<file path="config.mk">
export PLATFORM = sky130hd
export DESIGN_NAME = phy_lpm_device_flat
export DESIGN_NICKNAME = d
export VERILOG_FILES = /design/src/inc/phy_lpm_pkg.sv /design/src/inc/mgmt_if.sv /design/src/core/phy_lpm_device.sv /design/src/flat_wrapper.sv
export VERILOG_INCLUDE_DIRS = /design/src /design/src/inc
export SDC_FILE = /design/constraint.sdc
export NUM_CORES = 1
export LEC_CHECK = 0
export ABC_AREA = 1
export BUFFER_PORTS_ARGS = -buffer_cell sky130_fd_sc_hd__buf_4
export CORE_MARGIN = 4
export CORE_UTILIZATION = 50
export DETAILED_ROUTE_END_ITERATION = 8
export PLACE_DENSITY = 0.81
export REMOVE_ABC_BUFFERS = 1
export SETUP_SLACK_MARGIN = 0.05
export SLEW_MARGIN = 20
export SYNTH_ARGS = -nofsm -noshare
export SYNTH_HDL_FRONTEND = slang
export SYNTH_SLANG_ARGS = --single-unit
</file>
<file path="constraint.sdc">
create_clock -name pclk -period 4.26 [get_ports pclk]
set_clock_uncertainty 0.2 [all_clocks]
set_input_delay 0.426 -clock pclk [delete_from_list [all_inputs] [get_ports pclk]]
set_output_delay 0.426 -clock pclk [all_outputs]
set_load 0.1 [all_outputs]
</file>
<file path="src/inc/phy_lpm_params.svh">
// offsets, field positions, reset values and timing counts of the link ends
`ifndef PHY_LPM_PARAMS_SVH
`define PHY_LPM_PARAMS_SVH

// management register numbers on the device side
`define REG_BASIC_CTRL   5'h00
`define REG_DIG_CTRL     5'h10
`define REG_AFE_CTRL     5'h11
`define REG_EXP_CTRL     5'h18
`define REG_PHY_CTRL2    5'h1f

// field positions
`define BIT_SOFT_RESET   15
`define BIT_AUTONEG      12
`define BIT_POWER_DOWN   11
`define BIT_PLL_OFF      4
`define BIT_SLOW_OSC     5
`define BIT_EDM_DIS      11
`define BIT_PWR_SAVE     10

// reset values
`define RST_AUTONEG      1'b1
`define RST_POWER_DOWN   1'b0
`define RST_PLL_OFF      1'b0
`define RST_SLOW_OSC     1'b0
`define RST_EDM_DIS      1'b1
`define RST_PWR_SAVE     1'b0

// timing
`define CLK_HZ           20000000
`define CYC_PER_US       (`CLK_HZ / 1000000)
`define LP_SHORT_US      16
`define LP_LONG_US       64
`define WAKE_US          200
`define LP_SHORT_CYC     (`LP_SHORT_US * `CYC_PER_US)
`define LP_LONG_CYC      (`LP_LONG_US * `CYC_PER_US)
`define WAKE_CYC         (`WAKE_US * `CYC_PER_US)
`define SRST_CYC         4

// controller registers on apb
`define APB_CMD_ADDR     12'h000
`define APB_CMD_WDATA    12'h004
`define APB_CTRL         12'h008
`define APB_STATUS       12'h00c
`define APB_RDATA        12'h010
`define CTRL_START       0
`define CTRL_WRITE       1
`define STAT_BUSY        0
`define STAT_DONE        1

`endif

</file>
<file path="src/inc/phy_lpm_pkg.sv">
// types shared by the two ends of the management link
package phy_lpm_pkg;

  typedef logic [4:0]  mgmt_addr_t;
  typedef logic [15:0] mgmt_data_t;
  typedef logic [19:0] cnt_t;

  typedef enum logic [0:0] {
    H_IDLE = 1'b0,
    H_WAIT = 1'b1
  } host_state_e;

  typedef struct packed {
    logic       ack;
    mgmt_data_t rdata;
    logic       an_en;
    logic       pd;
    logic       pll_off;
    logic       slow;
    logic       edm_dis;
    logic       ps_en;
    logic       srst;
    logic [3:0] srst_cnt;
    logic       wake;
    cnt_t       wake_cnt;
    cnt_t       lp_cnt;
    logic       link_pulse;
    logic       rx_pwr;
    logic       tx_pwr;
    logic       ed_pwr;
    logic       pll_pwr;
    logic       func_en;
    logic       slow_sel;
    logic       soft_reset;
    logic       ps_act;
    logic       edm_act;
  } dev_state_s;

  typedef struct packed {
    host_state_e state;
    logic        req;
    logic        we;
    mgmt_addr_t  addr;
    mgmt_data_t  wdata;
    mgmt_addr_t  cmd_addr;
    mgmt_data_t  cmd_wdata;
    mgmt_data_t  rdata;
    logic        done;
    logic        pready;
    logic        pslverr;
    logic [31:0] prdata;
  } host_state_s;

endpackage

</file>
<file path="src/inc/mgmt_if.sv">
// register access link between management controller and transceiver
interface mgmt_if;
  logic                    req;
  logic                    we;
  phy_lpm_pkg::mgmt_addr_t addr;
  phy_lpm_pkg::mgmt_data_t wdata;
  logic                    ack;
  phy_lpm_pkg::mgmt_data_t rdata;

  modport device (
    input  req,
    input  we,
    input  addr,
    input  wdata,
    output ack,
    output rdata
  );

  modport host (
    output req,
    output we,
    output addr,
    output wdata,
    input  ack,
    input  rdata
  );
endinterface

</file>
<file path="src/core/phy_lpm_device.sv">
// transceiver low-power mode control behind the management link
//
// Overview of operation
// - power saving enabled only by control bit
// - power saving needs autoneg on, no link
// - power saving keeps tx, energy detect, pll
// - power saving control resets disabled
// - energy-detect power-down enabled by zero bit
// - pll stops in energy-detect mode when set
// - periodic link pulses during energy-detect mode
// - energy-detect control resets to mode off
// - power-down entered by writing bit one
// - power-down keeps only management alive
// - power-down left when bit written zero
// - slow oscillator bit switches clock source
// - slow oscillator plus power-down lowest power
// - exit: clear osc, clear pd, reset
// - software reset bit clears itself
`include "phy_lpm_params.svh"

module phy_lpm_device #(
  parameter int LP_SHORT = `LP_SHORT_CYC,
  parameter int LP_LONG  = `LP_LONG_CYC,
  parameter int WAKE     = `WAKE_CYC,
  parameter int SRST     = `SRST_CYC
) (
  input  wire logic  pclk,
  input  wire logic  presetn,
  mgmt_if.device     mgmt,
  input  wire logic  link_up,
  input  wire logic  energy_detect,
  output logic       rx_power_en,
  output logic       tx_power_en,
  output logic       energy_det_power_en,
  output logic       pll_power_en,
  output logic       core_func_en,
  output logic       slow_osc_sel,
  output logic       link_pulse,
  output logic       soft_reset,
  output logic       power_saving_active,
  output logic       energy_detect_power_down
);

  // refused at elaboration: the counters are 20 and 4 bits wide
  if (LP_SHORT < 2 || LP_LONG < 2 || WAKE < 2 ||
      LP_SHORT >= (1 << 20) || LP_LONG >= (1 << 20) ||
      WAKE >= (1 << 20) || SRST < 1 || SRST > 16) begin : g_bad_count
    $error("phy_lpm_device: count parameter out of range");
  end

  ////////////////////////////////////////////////////////////////////////////
  // register read view

  function automatic phy_lpm_pkg::mgmt_data_t read_reg(
    input phy_lpm_pkg::mgmt_addr_t a,
    input phy_lpm_pkg::dev_state_s st
  );
    phy_lpm_pkg::mgmt_data_t v;
    v = 16'h0000;
    case (a)
      `REG_BASIC_CTRL: begin
        v[`BIT_SOFT_RESET] = st.srst;
        v[`BIT_AUTONEG]    = st.an_en;
        v[`BIT_POWER_DOWN] = st.pd;
      end
      `REG_DIG_CTRL:  v[`BIT_PLL_OFF]  = st.pll_off;
      `REG_AFE_CTRL:  v[`BIT_SLOW_OSC] = st.slow;
      `REG_EXP_CTRL:  v[`BIT_EDM_DIS]  = st.edm_dis;
      `REG_PHY_CTRL2: v[`BIT_PWR_SAVE] = st.ps_en;
      default:        v = 16'h0000;
    endcase
    return v;
  endfunction

  ////////////////////////////////////////////////////////////////////////////
  // state

  phy_lpm_pkg::dev_state_s s_r;
  phy_lpm_pkg::dev_state_s s_nxt;
  logic                    lowpow_ok;
  logic                    edm_now;
  logic                    ps_now;
  phy_lpm_pkg::cnt_t       lp_limit;

  always_comb begin
    s_nxt = s_r;
    s_nxt.ack = 1'b0;
    s_nxt.link_pulse = 1'b0;
    s_nxt.soft_reset = 1'b0;

    // both low-power modes need autoneg on and no link; a wake holds off
    lowpow_ok = s_r.an_en & ~link_up & ~s_r.wake & ~s_r.pd;
    edm_now   = ~s_r.edm_dis & lowpow_ok;
    // energy-detect mode is the deeper one and takes precedence
    ps_now    = s_r.ps_en & lowpow_ok & ~edm_now;

    // software reset: bit stays set while the reset runs, then clears
    if (s_r.srst) begin
      s_nxt.soft_reset = 1'b1;
      if (s_r.srst_cnt == 4'(SRST - 1)) begin
        s_nxt.srst     = 1'b0;
        s_nxt.srst_cnt = 4'h0;
        s_nxt.an_en    = `RST_AUTONEG;
        s_nxt.pd       = `RST_POWER_DOWN;
        s_nxt.pll_off  = `RST_PLL_OFF;
        s_nxt.slow     = `RST_SLOW_OSC;
        s_nxt.edm_dis  = `RST_EDM_DIS;
        s_nxt.ps_en    = `RST_PWR_SAVE;
      end else begin
        s_nxt.srst_cnt = s_r.srst_cnt + 4'h1;
      end
    end

    // management stays served in every mode; the clock select is only
    // changed from the register after the ack flop, so the access that
    // moves it finishes on the old settings
    if (mgmt.req && !s_r.ack) begin
      s_nxt.ack   = 1'b1;
      s_nxt.rdata = read_reg(mgmt.addr, s_r);
      if (mgmt.we) begin
        case (mgmt.addr)
          `REG_BASIC_CTRL: begin
            s_nxt.an_en = mgmt.wdata[`BIT_AUTONEG];
            s_nxt.pd    = mgmt.wdata[`BIT_POWER_DOWN];
            if (mgmt.wdata[`BIT_SOFT_RESET]) begin
              s_nxt.srst     = 1'b1;
              s_nxt.srst_cnt = 4'h0;
            end
          end
          `REG_DIG_CTRL:  s_nxt.pll_off  = mgmt.wdata[`BIT_PLL_OFF];
          `REG_AFE_CTRL:  s_nxt.slow     = mgmt.wdata[`BIT_SLOW_OSC];
          `REG_EXP_CTRL:  s_nxt.edm_dis  = mgmt.wdata[`BIT_EDM_DIS];
          `REG_PHY_CTRL2: s_nxt.ps_en    = mgmt.wdata[`BIT_PWR_SAVE];
          default: s_nxt.ack = 1'b1;
        endcase
      end
    end

    // line energy wakes the receiver; without a link it drops back later
    if (energy_detect && (s_r.ps_act || s_r.edm_act)) begin
      s_nxt.wake     = 1'b1;
      s_nxt.wake_cnt = '0;
    end else if (s_r.wake) begin
      if (link_up || s_r.wake_cnt == phy_lpm_pkg::cnt_t'(WAKE - 1)) begin
        s_nxt.wake     = 1'b0;
        s_nxt.wake_cnt = '0;
      end else begin
        s_nxt.wake_cnt = s_r.wake_cnt + 20'h00001;
      end
    end

    // link pulses keep a sleeping partner able to wake; the longer
    // interval goes with the pll off, trading wake latency for power
    lp_limit = s_r.pll_off ? phy_lpm_pkg::cnt_t'(LP_LONG - 1)
                           : phy_lpm_pkg::cnt_t'(LP_SHORT - 1);
    if (s_r.edm_act) begin
      if (s_r.lp_cnt >= lp_limit) begin
        s_nxt.link_pulse = 1'b1;
        s_nxt.lp_cnt     = '0;
      end else begin
        s_nxt.lp_cnt = s_r.lp_cnt + 20'h00001;
      end
    end else begin
      s_nxt.lp_cnt = '0;
    end

    s_nxt.ps_act   = ps_now;
    s_nxt.edm_act  = edm_now;
    s_nxt.func_en  = ~s_r.pd;
    s_nxt.tx_pwr   = ~s_r.pd;
    s_nxt.ed_pwr   = ~s_r.pd;
    s_nxt.pll_pwr  = ~s_r.pd & ~(edm_now & s_r.pll_off);
    s_nxt.rx_pwr   = ~s_r.pd & ~ps_now & ~edm_now;
    s_nxt.slow_sel = s_r.slow;
  end

  always_ff @(posedge pclk or negedge presetn) begin
    if (!presetn) begin
      s_r            <= '0;
      s_r.an_en      <= `RST_AUTONEG;
      s_r.pd         <= `RST_POWER_DOWN;
      s_r.pll_off    <= `RST_PLL_OFF;
      s_r.slow       <= `RST_SLOW_OSC;
      s_r.edm_dis    <= `RST_EDM_DIS;
      s_r.ps_en      <= `RST_PWR_SAVE;
      s_r.func_en    <= 1'b1;
      s_r.tx_pwr     <= 1'b1;
      s_r.ed_pwr     <= 1'b1;
      s_r.pll_pwr    <= 1'b1;
      s_r.rx_pwr     <= 1'b1;
    end else begin
      s_r <= s_nxt;
    end
  end

  ////////////////////////////////////////////////////////////////////////////
  // outputs

  assign mgmt.ack            = s_r.ack;
  assign mgmt.rdata          = s_r.rdata;
  assign rx_power_en         = s_r.rx_pwr;
  assign tx_power_en         = s_r.tx_pwr;
  assign energy_det_power_en = s_r.ed_pwr;
  assign pll_power_en        = s_r.pll_pwr;
  assign core_func_en        = s_r.func_en;
  assign slow_osc_sel        = s_r.slow_sel;
  assign link_pulse          = s_r.link_pulse;
  assign soft_reset          = s_r.soft_reset;
  assign power_saving_active = s_r.ps_act;
  assign energy_detect_power_down = s_r.edm_act;

endmodule

</file>
<file path="src/flat_wrapper.sv">
// flat-port wrapper written by rule: the top's interface ports become plain ports
module phy_lpm_device_flat 
#(
  parameter int LP_SHORT = `LP_SHORT_CYC,
  parameter int LP_LONG  = `LP_LONG_CYC,
  parameter int WAKE     = `WAKE_CYC,
  parameter int SRST     = `SRST_CYC
)
  (pclk, presetn, link_up, energy_detect, rx_power_en, tx_power_en, energy_det_power_en, pll_power_en, core_func_en, slow_osc_sel, link_pulse, soft_reset, power_saving_active, energy_detect_power_down, mgmt_req, mgmt_we, mgmt_addr, mgmt_wdata, mgmt_ack, mgmt_rdata);
  mgmt_if mgmt_i ();
  input  wire logic pclk;
  input  wire logic presetn;
  input  wire logic link_up;
  input  wire logic energy_detect;
  output logic rx_power_en;
  output logic tx_power_en;
  output logic energy_det_power_en;
  output logic pll_power_en;
  output logic core_func_en;
  output logic slow_osc_sel;
  output logic link_pulse;
  output logic soft_reset;
  output logic power_saving_active;
  output logic energy_detect_power_down;
  input wire logic [$bits(mgmt_i.req)-1:0] mgmt_req;
  input wire logic [$bits(mgmt_i.we)-1:0] mgmt_we;
  input wire logic [$bits(mgmt_i.addr)-1:0] mgmt_addr;
  input wire logic [$bits(mgmt_i.wdata)-1:0] mgmt_wdata;
  output wire logic [$bits(mgmt_i.ack)-1:0] mgmt_ack;
  output wire logic [$bits(mgmt_i.rdata)-1:0] mgmt_rdata;
  assign mgmt_i.req = mgmt_req;
  assign mgmt_i.we = mgmt_we;
  assign mgmt_i.addr = mgmt_addr;
  assign mgmt_i.wdata = mgmt_wdata;
  assign mgmt_ack = mgmt_i.ack;
  assign mgmt_rdata = mgmt_i.rdata;
  phy_lpm_device #(.LP_SHORT(LP_SHORT), .LP_LONG(LP_LONG), .WAKE(WAKE), .SRST(SRST)) u_core (.pclk(pclk), .presetn(presetn), .mgmt(mgmt_i), .link_up(link_up), .energy_detect(energy_detect), .rx_power_en(rx_power_en), .tx_power_en(tx_power_en), .energy_det_power_en(energy_det_power_en), .pll_power_en(pll_power_en), .core_func_en(core_func_en), .slow_osc_sel(slow_osc_sel), .link_pulse(link_pulse), .soft_reset(soft_reset), .power_saving_active(power_saving_active), .energy_detect_power_down(energy_detect_power_down));
endmodule
</file>
==> metrics.cfg <==
[run_status]
outcome = complete, but fails checks
violations = hold timing

[floorplanning]
rows = 30
pin_count = 54
fp.dieArea_mm2 = 0.00844
start_util = 0.515
fp.coreArea_mm2 = 0.00683
die_h_um = 91.9
die_w_um = 91.9

[logic_synthesis]
yosys-top-cells-area = dfrtp_1 44%, nand2_1 11%, nor2_1 6.7%, buf_4 4.1%, inv_1 3.9%
ys_seq_area_frac = 0.478
syn_area_mm2 = 0.00352
postSynthAreaPerCell_um2 = 8.43
synth_seq_cells = 67
synth-warning-count = 0
yosys.area.top_type_share = 0.441
yosysTopAreaCell = dfrtp_1
syn_inst = 417
ys_types = 43

[route]
drt-total-wl_mm = 6.60
drtPass1Iterations = 4
routedWlPerCell_um = 11.9
antenna_left = 0
vias = 2739
drt_iter0_markers = 109
post_drt_via_cell_ratio = 4.92
drc = 0

[cts]
htreeDepth = 3
cts_hold_buf = 0
cts.root.buffer_cell = clkbuf_8
cts_buffer_depth = 2
cts_setup_buffers = 0
cts_tree = done
post_cts_resized = 0
clk_latency_ps = 340
clkSlewWorstSetupHoldPaths_ps = 80
cts.sinks = 67
numCtsBuffers = 9

[grt]
grt_pass1_vias = 2611
groute.usage.overall = 0.169
grt_max_degree = 68
grt_pass1_wl_mm = 11.4
gr-total-overflow = 0
antenna_found_initial = 0

[final_layout]
final_nets = 490
final_common_cell = nand2_1
diodes = 0
fin_util = 0.585
layout-drive-gt1-share = 0.176
final_cell_mix = 104 x nand2_1, 63 x nor2_1, 62 x dfrtp_1
syn_to_final_growth_pct = 13.6

[critical_path]
end_kind = flop
required_ps = 4270
start_kind = flop
timing_worst_setup_path_type = flop to flop
worstPathMaxFanout = 12
arrival_ps = 2000
r2r_cells = 6
regToRegSetupSlack_ps = 2280

[pwr]
p_per_area_mw_per_mm2 = 417
max-vdd-ir-drop_v = 0.000221
leakage_nw = 1.89

[timing]
fin_crit_ps = 1980
timing.hold.ws_ps = -27.4
fin_setup_tns_ps = 0
timing.final.crit_share = 0.465
rsz0062_at_grt = false
drv_slew = 0
relSlewSlack = 0.461
tightest_slew_ps = 808
finalSetupViolCount = 0
final_hold_viol_count = 37
clock.fmax_mhz = 505

[worst_hold_path]
hold_class = input port to async pin

[placement]
place_congestion = 0.914
io_buffers = 33
dp_hpwl_mm = 4.87

[run]
max_cap_viol_count = 0

==> through the flow <==
stage / total power, mW / setup slack [ps] / hold slack (ps) / std cells / instance area (um^2)
floorplan: 1.01 / 2060 / -69.6 / 412 / 3410
finish: 1.67 / 2280 / -27.4 / 557 / 4000
global route: 1.75 / 2160 / 49.7 / 557 / 4000
global placement: 1.09 / 2360 / 186 / 541 / 3780
detailed placement: 1.10 / 2320 / 190 / 541 / 3780
CTS: 1.68 / 2280 / 13.7 / 557 / 4000
==> final timing paths <==
| kind | start | end |
|---|---|---|
| min reg2reg | u_core.s_nxt[3]$_DFF_PN0_ | u_core.slow_osc_sel$_DFF_PN0_ |
| max in group asynchronous | presetn | u_core.s_r[20]$_DFF_PN0_ |
| max | u_core.s_r[59]$_DFF_PN0_ | u_core.s_r[10]$_DFF_PN0_ |
| min | presetn | u_core.s_r[43]$_DFFE_PN0P_ |
| min in group pclk | mgmt_wdata[5] | u_core.s_nxt[3]$_DFF_PN0_ |
| max reg2reg | u_core.s_r[59]$_DFF_PN0_ | u_core.s_r[10]$_DFF_PN0_ |
==> critical path: stages (launching register included) <==
cell and delay (ps):
dfrtp_1 400, inv_1 120, ha_1 320, nand4_1 160
o211a_1 260, nand2_1 310, nor2_1 90
==> registers in the layout, indices dropped and copies added (netlist names) <==
| name | count |
|---|---|
| u_core.pll_power_en | 1 |
| u_core.slow_osc_sel | 1 |
| u_core.mgmt.ack | 1 |
| u_core.energy_detect_power_down | 1 |
| u_core.rx_power_en | 1 |
| u_core.soft_reset | 1 |
| u_core.power_saving_active | 1 |
| u_core.mgmt.rdata | 6 |
| u_core.s_nxt | 1 |
| u_core.link_pulse | 1 |
| u_core.s_r | 51 |
| u_core.tx_power_en | 1 |
==> cells by family (layout without fill, tap and decap cells) <==
| kind of cell | after synthesis | count (layout) | synth area share |
|---|---|---|---|
| AO/OA/AOI/OAI | 48 | 48 | 0.0921 |
| adder cells (fa/ha/maj) | 7 | 7 | 0.0249 |
| buffers and inverters | 62 | 89 | 0.0914 |
| other | 1 | 18 | 0.00107 |
| XOR/XNOR | 13 | 13 | 0.0324 |
| flip-flops | 67 | 67 | 0.478 |
| AND/OR/NAND/NOR | 219 | 219 | 0.280 |
==> cell usage after synthesis, drive strengths merged <==
| master | count |
|---|---|
| a211oi | 1 |
| a21o | 1 |
| a21oi | 8 |
| a31oi | 2 |
| buf | 22 |
| clkinv | 2 |
| conb | 1 |
| dfrtp | 62 |
| dfstp | 5 |
| ha | 7 |
| inv | 38 |
| nand2 | 108 |
| nand3 | 23 |
| nand3b | 2 |
| nand4 | 7 |
| nor2 | 70 |
| nor3 | 4 |
| nor3b | 3 |
| o211a | 1 |
| o211ai | 1 |
| o21a | 1 |
| o21ai | 24 |
| o21bai | 3 |
| o22ai | 3 |
| o31ai | 3 |
| or2 | 2 |
| xnor2 | 3 |
| xor2 | 10 |
==> power breakdown <==
part / switching [mW] / total (mW) / internal [mW]
Sequential: 0.0462 / 0.741 / 0.695
Clock: 0.246 / 0.577 / 0.331
Combinational: 0.269 / 0.349 / 0.0803
Total: 0.561 / 1.67 / 1.11
==> layer usage <==
layer	share of wire	GRT usage	wire length (um)
met4	0.023	0.0866	152
met2	0.48	0.271	3190
met5	0	0	0
met1	0.45	0.211	2980
met3	0.043	0.0418	281
==> area by class of cell <==
type	count	area, um^2
multi-input cells	305	1580
clock buffers	10	128
clock inverters	6	88.8
inverters	40	151
fillers	617	2840
well taps	96	120
flip-flops and latches	67	1680
repair buffers	33	248
(Power assumes the default switching activity.)
